**config.mk**
```make
export PLATFORM = sky130hd
export DESIGN_NAME = aoicr_regs
export DESIGN_NICKNAME = d
export VERILOG_FILES = /design/src/design/aoicr_pdn_decode.v /design/src/design/aoicr_regs.v
export VERILOG_INCLUDE_DIRS = /design/src /design/src/design
export SDC_FILE = /design/constraint.sdc
export NUM_CORES = 1
export LEC_CHECK = 0
export BUFFER_PORTS_ARGS = -buffer_cell sky130_fd_sc_hd__clkbuf_2
export CORE_MARGIN = 1
export CORE_UTILIZATION = 46
export DETAILED_ROUTE_END_ITERATION = 10
export HOLD_SLACK_MARGIN = 0.06
export PLACE_DENSITY = 0.78
export REMOVE_ABC_BUFFERS = 1
export SETUP_SLACK_MARGIN = 0.1
export SYNTH_ARGS = -nofsm -noshare
export SYNTH_HDL_FRONTEND = slang
export SYNTH_SLANG_ARGS = --single-unit
export TNS_END_PERCENT = 20
```
**constraint.sdc**
```tcl
create_clock -name clk_i -period 1.15 [get_ports clk_i]
set_input_delay 0.1725 -clock clk_i [delete_from_list [all_inputs] [get_ports clk_i]]
set_output_delay 0.1725 -clock clk_i [all_outputs]
set_load 0.01 [all_outputs]
```
**src/design/aoicr_map.vh**
```
`ifndef AOICR_MAP_VH
`define AOICR_MAP_VH
// ----------------------------------------
// Register offsets
// ----------------------------------------
`define AOICR_OFF_SOFT_RESET  12'h000
`define AOICR_OFF_IF_CFG      12'h007
`define AOICR_OFF_PDN_CTRL    12'h008
`define AOICR_OFF_PDN_MASK    12'h00d
`define AOICR_OFF_FUSE_LOAD   12'h013
// ----------------------------------------
// Field positions and masks
// ----------------------------------------
`define AOICR_RST_BIT         0
`define AOICR_MAP_MSB         7
`define AOICR_MAP_LSB         5
`define AOICR_OVR_BIT         3
`define AOICR_SEL_MSB         2
`define AOICR_SEL_LSB         0
`define AOICR_IF_CFG_MASK     8'hef
`define AOICR_MAP_KEEP_MASK   8'he0
`define AOICR_PDN_CTRL_MASK   8'h37
`define AOICR_PDN_MASK_MASK   8'h0e
`define AOICR_GLOBAL_POWERDOWN_BIT  0
`define AOICR_CHAN_B_POWERDOWN_BIT       1
`define AOICR_CHAN_A_POWERDOWN_BIT       2
`define AOICR_REFERENCE_AMP_POWERDOWN_BIT  4
`define AOICR_SAMPLE_CLOCK_BUFFER_POWERDOWN_BIT  5
`define AOICR_MASK_BGDIS_BIT  1
`define AOICR_MASK_REFAMP_BIT 2
`define AOICR_MASK_CLKBUF_BIT 3
`define AOICR_FUSE_LD_BIT     0
// ----------------------------------------
// Reset values and codes
// ----------------------------------------
`define AOICR_REG_RESET       8'h00
`define AOICR_MAP_2L_18_14    3'h1
`define AOICR_MAP_2L_16       3'h2
`define AOICR_MAP_1L          3'h3
`define AOICR_MAP_HALF        3'h4
`define AOICR_MODE_2L         3'h3
`define AOICR_MODE_1L         3'h4
`define AOICR_MODE_HALF       3'h5
`define AOICR_LANES_NONE      2'h0
`define AOICR_LANES_HALF      2'h1
`define AOICR_LANES_ONE       2'h2
`define AOICR_LANES_TWO       2'h3
`endif

```
**src/design/aoicr_pdn_decode.v**
```verilog
`timescale 1ns/1ns
`default_nettype none
`include "aoicr_map.vh"
module aoicr_pdn_decode (
  // Power-down control and mask
  input  wire [7:0] pdn_ctrl_i,
  input  wire [7:0] pdn_mask_i,
  // Block power-down controls
  output wire       chan_a_pdn_o,
  output wire       chan_b_pdn_o,
  output wire       clkbuf_pdn_o,
  output wire       refamp_pdn_o,
  output wire       bandgap_pdn_o
);
  wire glob = pdn_ctrl_i[`AOICR_GLOBAL_POWERDOWN_BIT];
  // Global down hits both channels always, other blocks only while their mask bit is clear
  assign chan_a_pdn_o  = pdn_ctrl_i[`AOICR_CHAN_A_POWERDOWN_BIT] | glob;
  assign chan_b_pdn_o  = pdn_ctrl_i[`AOICR_CHAN_B_POWERDOWN_BIT] | glob;
  assign clkbuf_pdn_o  = pdn_ctrl_i[`AOICR_SAMPLE_CLOCK_BUFFER_POWERDOWN_BIT]
                       | (glob & ~pdn_mask_i[`AOICR_MASK_CLKBUF_BIT]);
  assign refamp_pdn_o  = pdn_ctrl_i[`AOICR_REFERENCE_AMP_POWERDOWN_BIT]
                       | (glob & ~pdn_mask_i[`AOICR_MASK_REFAMP_BIT]);
  assign bandgap_pdn_o = glob & ~pdn_mask_i[`AOICR_MASK_BGDIS_BIT];
endmodule // aoicr_pdn_decode
`default_nettype wire

```
**src/design/aoicr_regs.v**
```verilog
`timescale 1ns/1ns
`default_nettype none
`include "aoicr_map.vh"
module aoicr_regs (
  // Clock and reset
  input  wire        clk_i,
  input  wire        rstn_i,
  // Register port
  input  wire        wr_en_i,
  input  wire        rd_en_i,
  input  wire [11:0] addr_i,
  input  wire [7:0]  wdata_i,
  output reg  [7:0]  rdata_o,
  // Fuse defaults
  input  wire [2:0]  fuse_mapping_i,
  input  wire [2:0]  fuse_mode_i,
  // Active configuration
  output reg  [2:0]  lane_bit_mapping_o,
  output reg  [1:0]  lane_count_o,
  output wire        fuse_load_pulse_o,
  output wire        soft_reset_pulse_o,
  // Power-down controls
  output wire        chan_a_pdn_o,
  output wire        chan_b_pdn_o,
  output wire        clkbuf_pdn_o,
  output wire        refamp_pdn_o,
  output wire        bandgap_pdn_o
);
  // ----------------------------------------
  // State and next values
  // ----------------------------------------
  reg  [7:0] if_cfg_reg;
  reg  [7:0] if_cfg_next;
  reg  [7:0] pdn_ctrl_reg;
  reg  [7:0] pdn_ctrl_next;
  reg  [7:0] pdn_mask_reg;
  reg  [7:0] pdn_mask_next;
  reg  [2:0] mapping_reg;
  reg  [2:0] mapping_next;
  reg  [2:0] fuse_mode_reg;
  reg  [2:0] fuse_mode_next;
  reg        fuse_pend_reg;
  reg        rst_pend_reg;
  reg        init_done_reg;
  reg  [1:0] lane_count_next;
  reg  [7:0] rdata_next;

  // ----------------------------------------
  // Decode helpers
  // ----------------------------------------
  // Only listed mode codes give a lane count
  function [1:0] mode_lanes;
    input [2:0] code;
    begin
      case (code)
        `AOICR_MODE_2L:   mode_lanes = `AOICR_LANES_TWO;
        `AOICR_MODE_1L:   mode_lanes = `AOICR_LANES_ONE;
        `AOICR_MODE_HALF: mode_lanes = `AOICR_LANES_HALF;
        default:          mode_lanes = `AOICR_LANES_NONE;
      endcase
    end
  endfunction

  function mapping_valid;
    input [2:0] code;
    begin
      mapping_valid = (code == `AOICR_MAP_2L_18_14) || (code == `AOICR_MAP_2L_16)
                   || (code == `AOICR_MAP_1L) || (code == `AOICR_MAP_HALF);
    end
  endfunction

  // One decoder for every write strobe
  function wr_hit;
    input        en;
    input [11:0] addr;
    input [11:0] off;
    begin
      wr_hit = en && (addr == off);
    end
  endfunction

  wire [2:0] map_field = if_cfg_reg[`AOICR_MAP_MSB:`AOICR_MAP_LSB];
  wire [2:0] sel_field = if_cfg_reg[`AOICR_SEL_MSB:`AOICR_SEL_LSB];
  wire       wr_rst    = wr_hit(wr_en_i, addr_i, `AOICR_OFF_SOFT_RESET)
                         && wdata_i[`AOICR_RST_BIT];
  wire       wr_fuse   = wr_hit(wr_en_i, addr_i, `AOICR_OFF_FUSE_LOAD)
                         && wdata_i[`AOICR_FUSE_LD_BIT];

  assign soft_reset_pulse_o = rst_pend_reg;
  assign fuse_load_pulse_o  = fuse_pend_reg;

  // ----------------------------------------
  // Register next values
  // ----------------------------------------
  // Soft reset beats fuse load, which beats a write in that cycle
  always @* begin
    if_cfg_next   = if_cfg_reg;
    pdn_ctrl_next = pdn_ctrl_reg;
    pdn_mask_next = pdn_mask_reg;
    if (rst_pend_reg) begin
      if_cfg_next   = `AOICR_REG_RESET;
      pdn_ctrl_next = `AOICR_REG_RESET;
      pdn_mask_next = `AOICR_REG_RESET;
    end else if (fuse_pend_reg) begin
      // Mapper kept so the fuse load can apply it
      if_cfg_next   = if_cfg_reg & `AOICR_MAP_KEEP_MASK;
      pdn_ctrl_next = `AOICR_REG_RESET;
      pdn_mask_next = `AOICR_REG_RESET;
    end else begin
      // Reserved positions are dropped at write time
      if (wr_hit(wr_en_i, addr_i, `AOICR_OFF_IF_CFG))
        if_cfg_next = wdata_i & `AOICR_IF_CFG_MASK;
      if (wr_hit(wr_en_i, addr_i, `AOICR_OFF_PDN_CTRL))
        pdn_ctrl_next = wdata_i & `AOICR_PDN_CTRL_MASK;
      if (wr_hit(wr_en_i, addr_i, `AOICR_OFF_PDN_MASK))
        pdn_mask_next = wdata_i & `AOICR_PDN_MASK_MASK;
    end
  end

  // ----------------------------------------
  // Fuse-backed next values
  // ----------------------------------------
  always @* begin
    mapping_next   = mapping_reg;
    fuse_mode_next = fuse_mode_reg;
    if (!init_done_reg) begin
      // Fuse straps captured on the first edge after reset
      mapping_next   = fuse_mapping_i;
      fuse_mode_next = fuse_mode_i;
    end else if (fuse_pend_reg) begin
      // Written mapper wins; unused code falls back to fuses
      if (mapping_valid(map_field))
        mapping_next = map_field;
      else
        mapping_next = fuse_mapping_i;
      fuse_mode_next = fuse_mode_i;
    end
  end

  // Mode override acts at once, no fuse load needed
  always @* begin
    if (if_cfg_reg[`AOICR_OVR_BIT])
      lane_count_next = mode_lanes(sel_field);
    else
      lane_count_next = mode_lanes(fuse_mode_reg);
  end

  // ----------------------------------------
  // Read path
  // ----------------------------------------
  // Fields read zero until written, not the fuse value
  always @* begin
    rdata_next = rdata_o;
    if (rd_en_i) begin
      case (addr_i)
        `AOICR_OFF_IF_CFG:   rdata_next = if_cfg_reg;
        `AOICR_OFF_PDN_CTRL: rdata_next = pdn_ctrl_reg;
        `AOICR_OFF_PDN_MASK: rdata_next = pdn_mask_reg;
        default:             rdata_next = 8'h00;
      endcase
    end
  end

  // ----------------------------------------
  // Registers
  // ----------------------------------------
  always @(posedge clk_i or negedge rstn_i) begin
    if (!rstn_i) begin
      if_cfg_reg    <= `AOICR_REG_RESET;
      pdn_ctrl_reg  <= `AOICR_REG_RESET;
      pdn_mask_reg  <= `AOICR_REG_RESET;
      rst_pend_reg  <= 1'b0;
      fuse_pend_reg <= 1'b0;
    end else begin
      if_cfg_reg    <= if_cfg_next;
      pdn_ctrl_reg  <= pdn_ctrl_next;
      pdn_mask_reg  <= pdn_mask_next;
      rst_pend_reg  <= wr_rst;
      fuse_pend_reg <= wr_fuse;
    end
  end

  always @(posedge clk_i or negedge rstn_i) begin
    if (!rstn_i) begin
      mapping_reg   <= 3'h0;
      fuse_mode_reg <= 3'h0;
      init_done_reg <= 1'b0;
    end else begin
      mapping_reg   <= mapping_next;
      fuse_mode_reg <= fuse_mode_next;
      init_done_reg <= 1'b1;
    end
  end

  // Outputs from flops so the lane logic sees clean levels
  always @(posedge clk_i or negedge rstn_i) begin
    if (!rstn_i) begin
      lane_bit_mapping_o <= 3'h0;
      lane_count_o       <= `AOICR_LANES_NONE;
      rdata_o            <= 8'h00;
    end else begin
      lane_bit_mapping_o <= mapping_reg;
      lane_count_o       <= lane_count_next;
      rdata_o            <= rdata_next;
    end
  end

  // ----------------------------------------
  // Power-down decode
  // ----------------------------------------
  aoicr_pdn_decode u_pdn (
    .pdn_ctrl_i    (pdn_ctrl_reg),
    .pdn_mask_i    (pdn_mask_reg),
    .chan_a_pdn_o  (chan_a_pdn_o),
    .chan_b_pdn_o  (chan_b_pdn_o),
    .clkbuf_pdn_o  (clkbuf_pdn_o),
    .refamp_pdn_o  (refamp_pdn_o),
    .bandgap_pdn_o (bandgap_pdn_o)
  );
endmodule // aoicr_regs
`default_nettype wire

```
Word level (Yosys, flattened, before mapping) --
Index checks and enable logic that the tools add are counted.
Word-level totals: input bits 30, logic and storage cells 72, output and inout port bits 20, bits in registers 46
Cells by class: equal/unequal tests 16, muxes and demuxes 18, reductions and logical operators 16, bitwise gates (word level) 10
Operator list (count):
- two-way mux 8 bit | 9
- == test 12 x 4 -> 1 bit (second input constant) | 2
- case mux 8 bit (3 select lines) | 1
- == test 3 bit (second input constant) | 5
- two-way mux 3 bit | 5
- == test 12 x 3 -> 1 bit (second input constant) | 1
- == test 12 x 5 -> 1 bit (second input constant) | 1
- == test 3 x 2 -> 1 bit (second input constant) | 4
- logical NOT 12 bit | 1
- case mux 2 bit (3 select lines) | 2
- nonzero test 3 bit | 3
- logical AND 1 bit | 7
- OR 1 bit | 4
- AND 1 bit | 3
- == test 3 x 1 -> 1 bit (second input constant) | 1
- logical OR 1 bit | 3
- inverter 1 bit | 3
- two-way mux 2 bit | 1
- != test 2 x 1 -> 1 bit (second input constant) | 1
- != test 2 bit (second input constant) | 1
- AND reduction 2 bit | 1
- nonzero test 2 bit | 1

Longest topological paths before layout --
depth in word-level cells 7, depth in mapped cells 5

Modules after synthesis --
A second synthesis with hierarchy kept.
Second synthesis, totals: cell total of the unflattened synthesis 177, area, all modules 1813.0 µm²
By module, submodules not included:
- aoicr_regs | instances 1, area an instance 1769.2 µm², cells each 170
- aoicr_pdn_decode | instances 1, area an instance 43.8 µm², cells each 7

Worst setup path after synthesis --
Ideal clock, no wire load.
path kind input-to-reg, start in addr_i[9], end reg pdn_ctrl_reg[0], arrival time 1161 ps, required time 1018 ps, library setup time 132 ps, path buffers 0, setup slack -143 ps, stages 4, path through nor4_4 > nand4_2 > mux2i_1 > nor2_1
On the way: longest elaborated chain between the ends 3
RTL lines:
- start: declaration | RTL line aoicr_regs.v:11 | input wire [11:0] addr_i,
- == test 12 x 4 -> 1 bit | RTL line aoicr_regs.v:78 | wr_hit = en && (addr == off);
- logical AND 1 bit | RTL line aoicr_regs.v:78
- nonzero test 3 bit (no line)
- end signal: assignment | RTL line aoicr_regs.v:170 | pdn_ctrl_reg <= `AOICR_REG_RESET;
- end signal: assignment | RTL line aoicr_regs.v:176 | pdn_ctrl_reg <= pdn_ctrl_next;
- end: declaration | RTL line aoicr_regs.v:34 | reg [7:0] pdn_ctrl_reg;
No other way between the ends. A chain may end at the register's enable or synchronous reset.

Worst setup path in the final report --
start reg pdn_ctrl_reg[0], end out chan_b_pdn_o
On the way: longest elaborated chain between the ends 1
RTL lines:
- OR 1 bit | RTL line aoicr_pdn_decode.v:18 | assign chan_b_pdn_o = pdn_ctrl_i[`AOICR_CHAN_B_POWERDOWN_BIT] | glob;
- end: declaration | RTL line aoicr_regs.v:24 | output wire chan_b_pdn_o,
No other way between the ends.

==> run summary <==
The run finished, with violations left. The final reports fail on setup timing. Derived from the worst setup path, the maximum achievable clock frequency is 791 MHz. The post-synthesis register bit count is 37, and the post-route clock skew is 0.00754 ns.

Averaged over all synthesized cells, the footprint is 10.6 sq um. The run gives 38 as the largest net degree at the start of global routing. Dividing total power by cell area gives a power density of 1060 nW/um^2. The share of the yosys chip area belonging to registers came out at 53.0%. In the layout the commonest cells are 40 x sky130_fd_sc_hd__clkbuf_2, 36 x sky130_fd_sc_hd__dfrtp_1, 19 x sky130_fd_sc_hd__nor2_1, 15 x sky130_fd_sc_hd__mux2i_1, 15 x sky130_fd_sc_hd__buf_4. Setup repair after global routing could not meet its margin everywhere. After legalization and detailed placement, the total HPWL measured 2930 um. The logs give 0 for the number of antenna violations at the first check in global routing and 0.98 ns for the endpoint required time on the critical path. The finished layout holds 286 standard cells, fillers aside. The number of cells produced by synthesis is 164.

The final antenna diode count is 0, and the area of all placed cells without fillers is 2460 sq um. The worst hold path terminates at fuse_mode_reg[2]. Commonest non-fill, non-tap cell in the layout: sky130_fd_sc_hd__clkbuf_2. The starting density of the core is 47.7%. The width of the die was 63.6 um; the routed length per instance was 15.5 um.

The tools report the via count of the first global-routing pass as 1,475. The design draws 2620 uW. The standby leakage power was 0.00130 uW; the number of endpoints failing setup at the final stage was 5.

The worst hold-check path type is in -> reg. The worst setup path is launched from a flip-flop. At the placement stage, the worst setup path has a slack of -0.262 ns.

The number of stages on the worst hold path was 2. The smallest clock period supported by the final layout is computed as 1.26 ns. The critical path arrival came out at 1.09 ns. The count of buffers from port buffering was 49; the first-pass GRT wire length was 6870 um.

Clock-pin slew was measured on the worst setup and hold paths at 0.07 ns. The detail route stage leaves a number of antenna-violating nets equal to 0. The overall die height is 63.6 um.

The worst setup path is of the reg -> out kind. TritonCTS built the clock tree. The floorplan has 22 rows. Measured in cells, the most critical reg-to-reg path has a length of 4. After detailed routing, the number of vias per cell comes to 5.36. For this run, the post-layout net count is 267.

Summed over all layers, the global routing overflow is 0. In this run the standard cell core region covers 3660 sq um. Max-capacitance violation count: 0. Across every metal layer, demand over resource in global routing totals 22.6%. The count of clock tree sinks came out at 37. The layout-stage area growth over the synthesis result was 40.9%; the number of failing hold endpoints at the final stage was 0. Clock tree root driver cell: sky130_fd_sc_hd__clkbuf_8. The worst hold path begins at fuse_mode_i[2]. The logs give 54 for the starting DRC count in detailed routing and 2 for the depth of the CTS H-tree. The number of buffers created by CTS came out at 5. STA classifies the critical path endpoint as an output port. The final worst setup slack came out at -0.114 ns. Number of fill cells in the layout: 300. The worst-case IR drop observed on VDD is 0.739 mV. The run gives 0 as the residual DRC count.

The run gives 1,534 as the overall via count from detail_route. The number of max-slew violations in the final report came out at 0. The largest fanout on the critical path was 6; the top-level I/O count was 50. For flop-to-flop paths, the worst setup slack is 0.01 ns.

The number of enable-type register cells in the synthesized netlist was 0. The detailed-routing iteration count for the pre-antenna-repair pass was 4. The tools report the synthesized cell area as 1750 sq um. The clock latency of the later-clocked register in the worst-skew pair came out at 0.29 ns. In the finished design, the share of the clock period the worst path needs comes to 110%.

The flip-flop count of the largest register, all copies and words added is 8. Count of synthesis-stage warnings from yosys: 0. At the end of routability-driven placement, the weighted congestion stood at 0.832.

Yosys mapped the design onto 37 distinct sky130hd cell types. The endpoint of the worst-slack reg-to-reg timing path was if_cfg_reg[7]. For this run, the leading register cell type out of synthesis is sky130_fd_sc_hd__dfrtp_1.

Counting tap cells, the placed design contains a total of 275 instances. Share of cells above drive strength 1: 41.2%. After detailed placement, the total cell area comes to 2180 sq um. After synthesis, the share of flip-flops with an asynchronous set or reset is 100%. The die covers 4040 sq um.

The logs give 4420 um for the overall routed net length and 2 for the deepest clock path buffer count. The worst register-to-register path begins at fuse_load_pulse_o. Cells fill 67.2% of the core in the end.
## cell families (layout without fill, tap and decap cells)
| family | after synthesis | count (layout) | share of synthesized area (%) |
|---|---|---|---|
| buffers and inverters | 8 | 82 | 1.79 |
| AND/OR/NAND/NOR | 73 | 73 | 24.2 |
| multiplexers | 19 | 19 | 11.2 |
| XOR/XNOR | 1 | 1 | 0.502 |
| AO/OA/AOI/OAI | 25 | 25 | 9.03 |
| flip-flops | 37 | 37 | 53.0 |
| other | 1 | 1 | 0.215 |
## area by class of cell
type	count	area [sq um]	share of cell area (%)
Inverter	5	18.8	0.763
Clock inverter	2	13.8	0.560
Tap cell	48	60.1	2.44
Sequential cell	37	927	37.7
Multi-Input combinational cell	119	895	36.4
Clock buffer	6	82.6	3.36
Timing Repair Buffer	69	463	18.8
## worst max-delay path by stage
stage,from,slack [ns],cells past startpoint,end
6_report,pdn_ctrl_reg[0],-0.11,2,chan_b_pdn_o
2_1_floorplan,addr_i[9],-0.13,4,pdn_ctrl_reg[0]
3_5_place_dp,addr_i[0],-0.26,6,pdn_ctrl_reg[5]
5_1_grt,fuse_load_pulse_o,-0.17,4,if_cfg_reg[6]
4_1_cts,pdn_ctrl_reg[0],-0.14,2,chan_b_pdn_o
3_3_place_gp,addr_i[5],-0.24,6,pdn_ctrl_reg[4]
## report_power, final
group	leakage, uW	internal (uW)	switching [uW]
Clock	0.0000512	485	463
Combinational	0.000758	149	145
Sequential	0.000489	1340	30.5
## per-stage QoR
stage / hold WS, ns / setup TNS, ns
after floorplan: -0.123 / -2.27
after global placement: 0.155 / -3.57
after detailed placement: 0.156 / -4.43
after CTS: 0.103 / -0.577
after global routing: 0.104 / -1.29
final: 0.108 / -0.361
## critical path, cell delays in order, from the launching register on
cell and delay, ns:
sky130_fd_sc_hd__dfrtp_2 0.44, sky130_fd_sc_hd__or2_4 0.24, sky130_fd_sc_hd__buf_6 0.12
## synth_stat cells, types with 3 or more instances
cell / count / area share (%)
sky130_fd_sc_hd__o211ai_1: 3 / 1.3
sky130_fd_sc_hd__o21ai_0: 8 / 2.3
sky130_fd_sc_hd__dfrtp_1: 37 / 53
sky130_fd_sc_hd__nand2_1: 14 / 3.0
sky130_fd_sc_hd__a21oi_1: 5 / 1.4
sky130_fd_sc_hd__nand4_1: 4 / 1.4
sky130_fd_sc_hd__inv_1: 5 / 1.1
sky130_fd_sc_hd__nor3_1: 3 / 0.86
sky130_fd_sc_hd__mux2_2: 4 / 2.6
sky130_fd_sc_hd__or2_2: 3 / 1.1
sky130_fd_sc_hd__nor2_1: 19 / 4.1
sky130_fd_sc_hd__nand2b_1: 6 / 2.2
sky130_fd_sc_hd__mux2i_1: 15 / 8.6
sky130_fd_sc_hd__nor2b_1: 8 / 2.9
## timing repair
item                                   in CTS  in global routing
setup endpoints to repair                  22                 38
hold buffers                                1                  0
endpoints found under the hold margin      37                  0
setup buffers                               1                  1
pin swaps                                   8                 18
gates resized for setup                     9                 36
## metal layers
| layer | up-vias | GRT usage, % | wire length, um |
|---|---|---|---|
| met1 | 747 | 29.0 | 1860 |
| met2 | 52 | 36.3 | 2290 |
| li1 | 733 | - | - |
| met4 | 0 | 6.82 | 10 |
| met3 | 2 | 6.88 | 258 |
| met5 | - | 0 | 0 |
(Power assumes the default switching activity.)
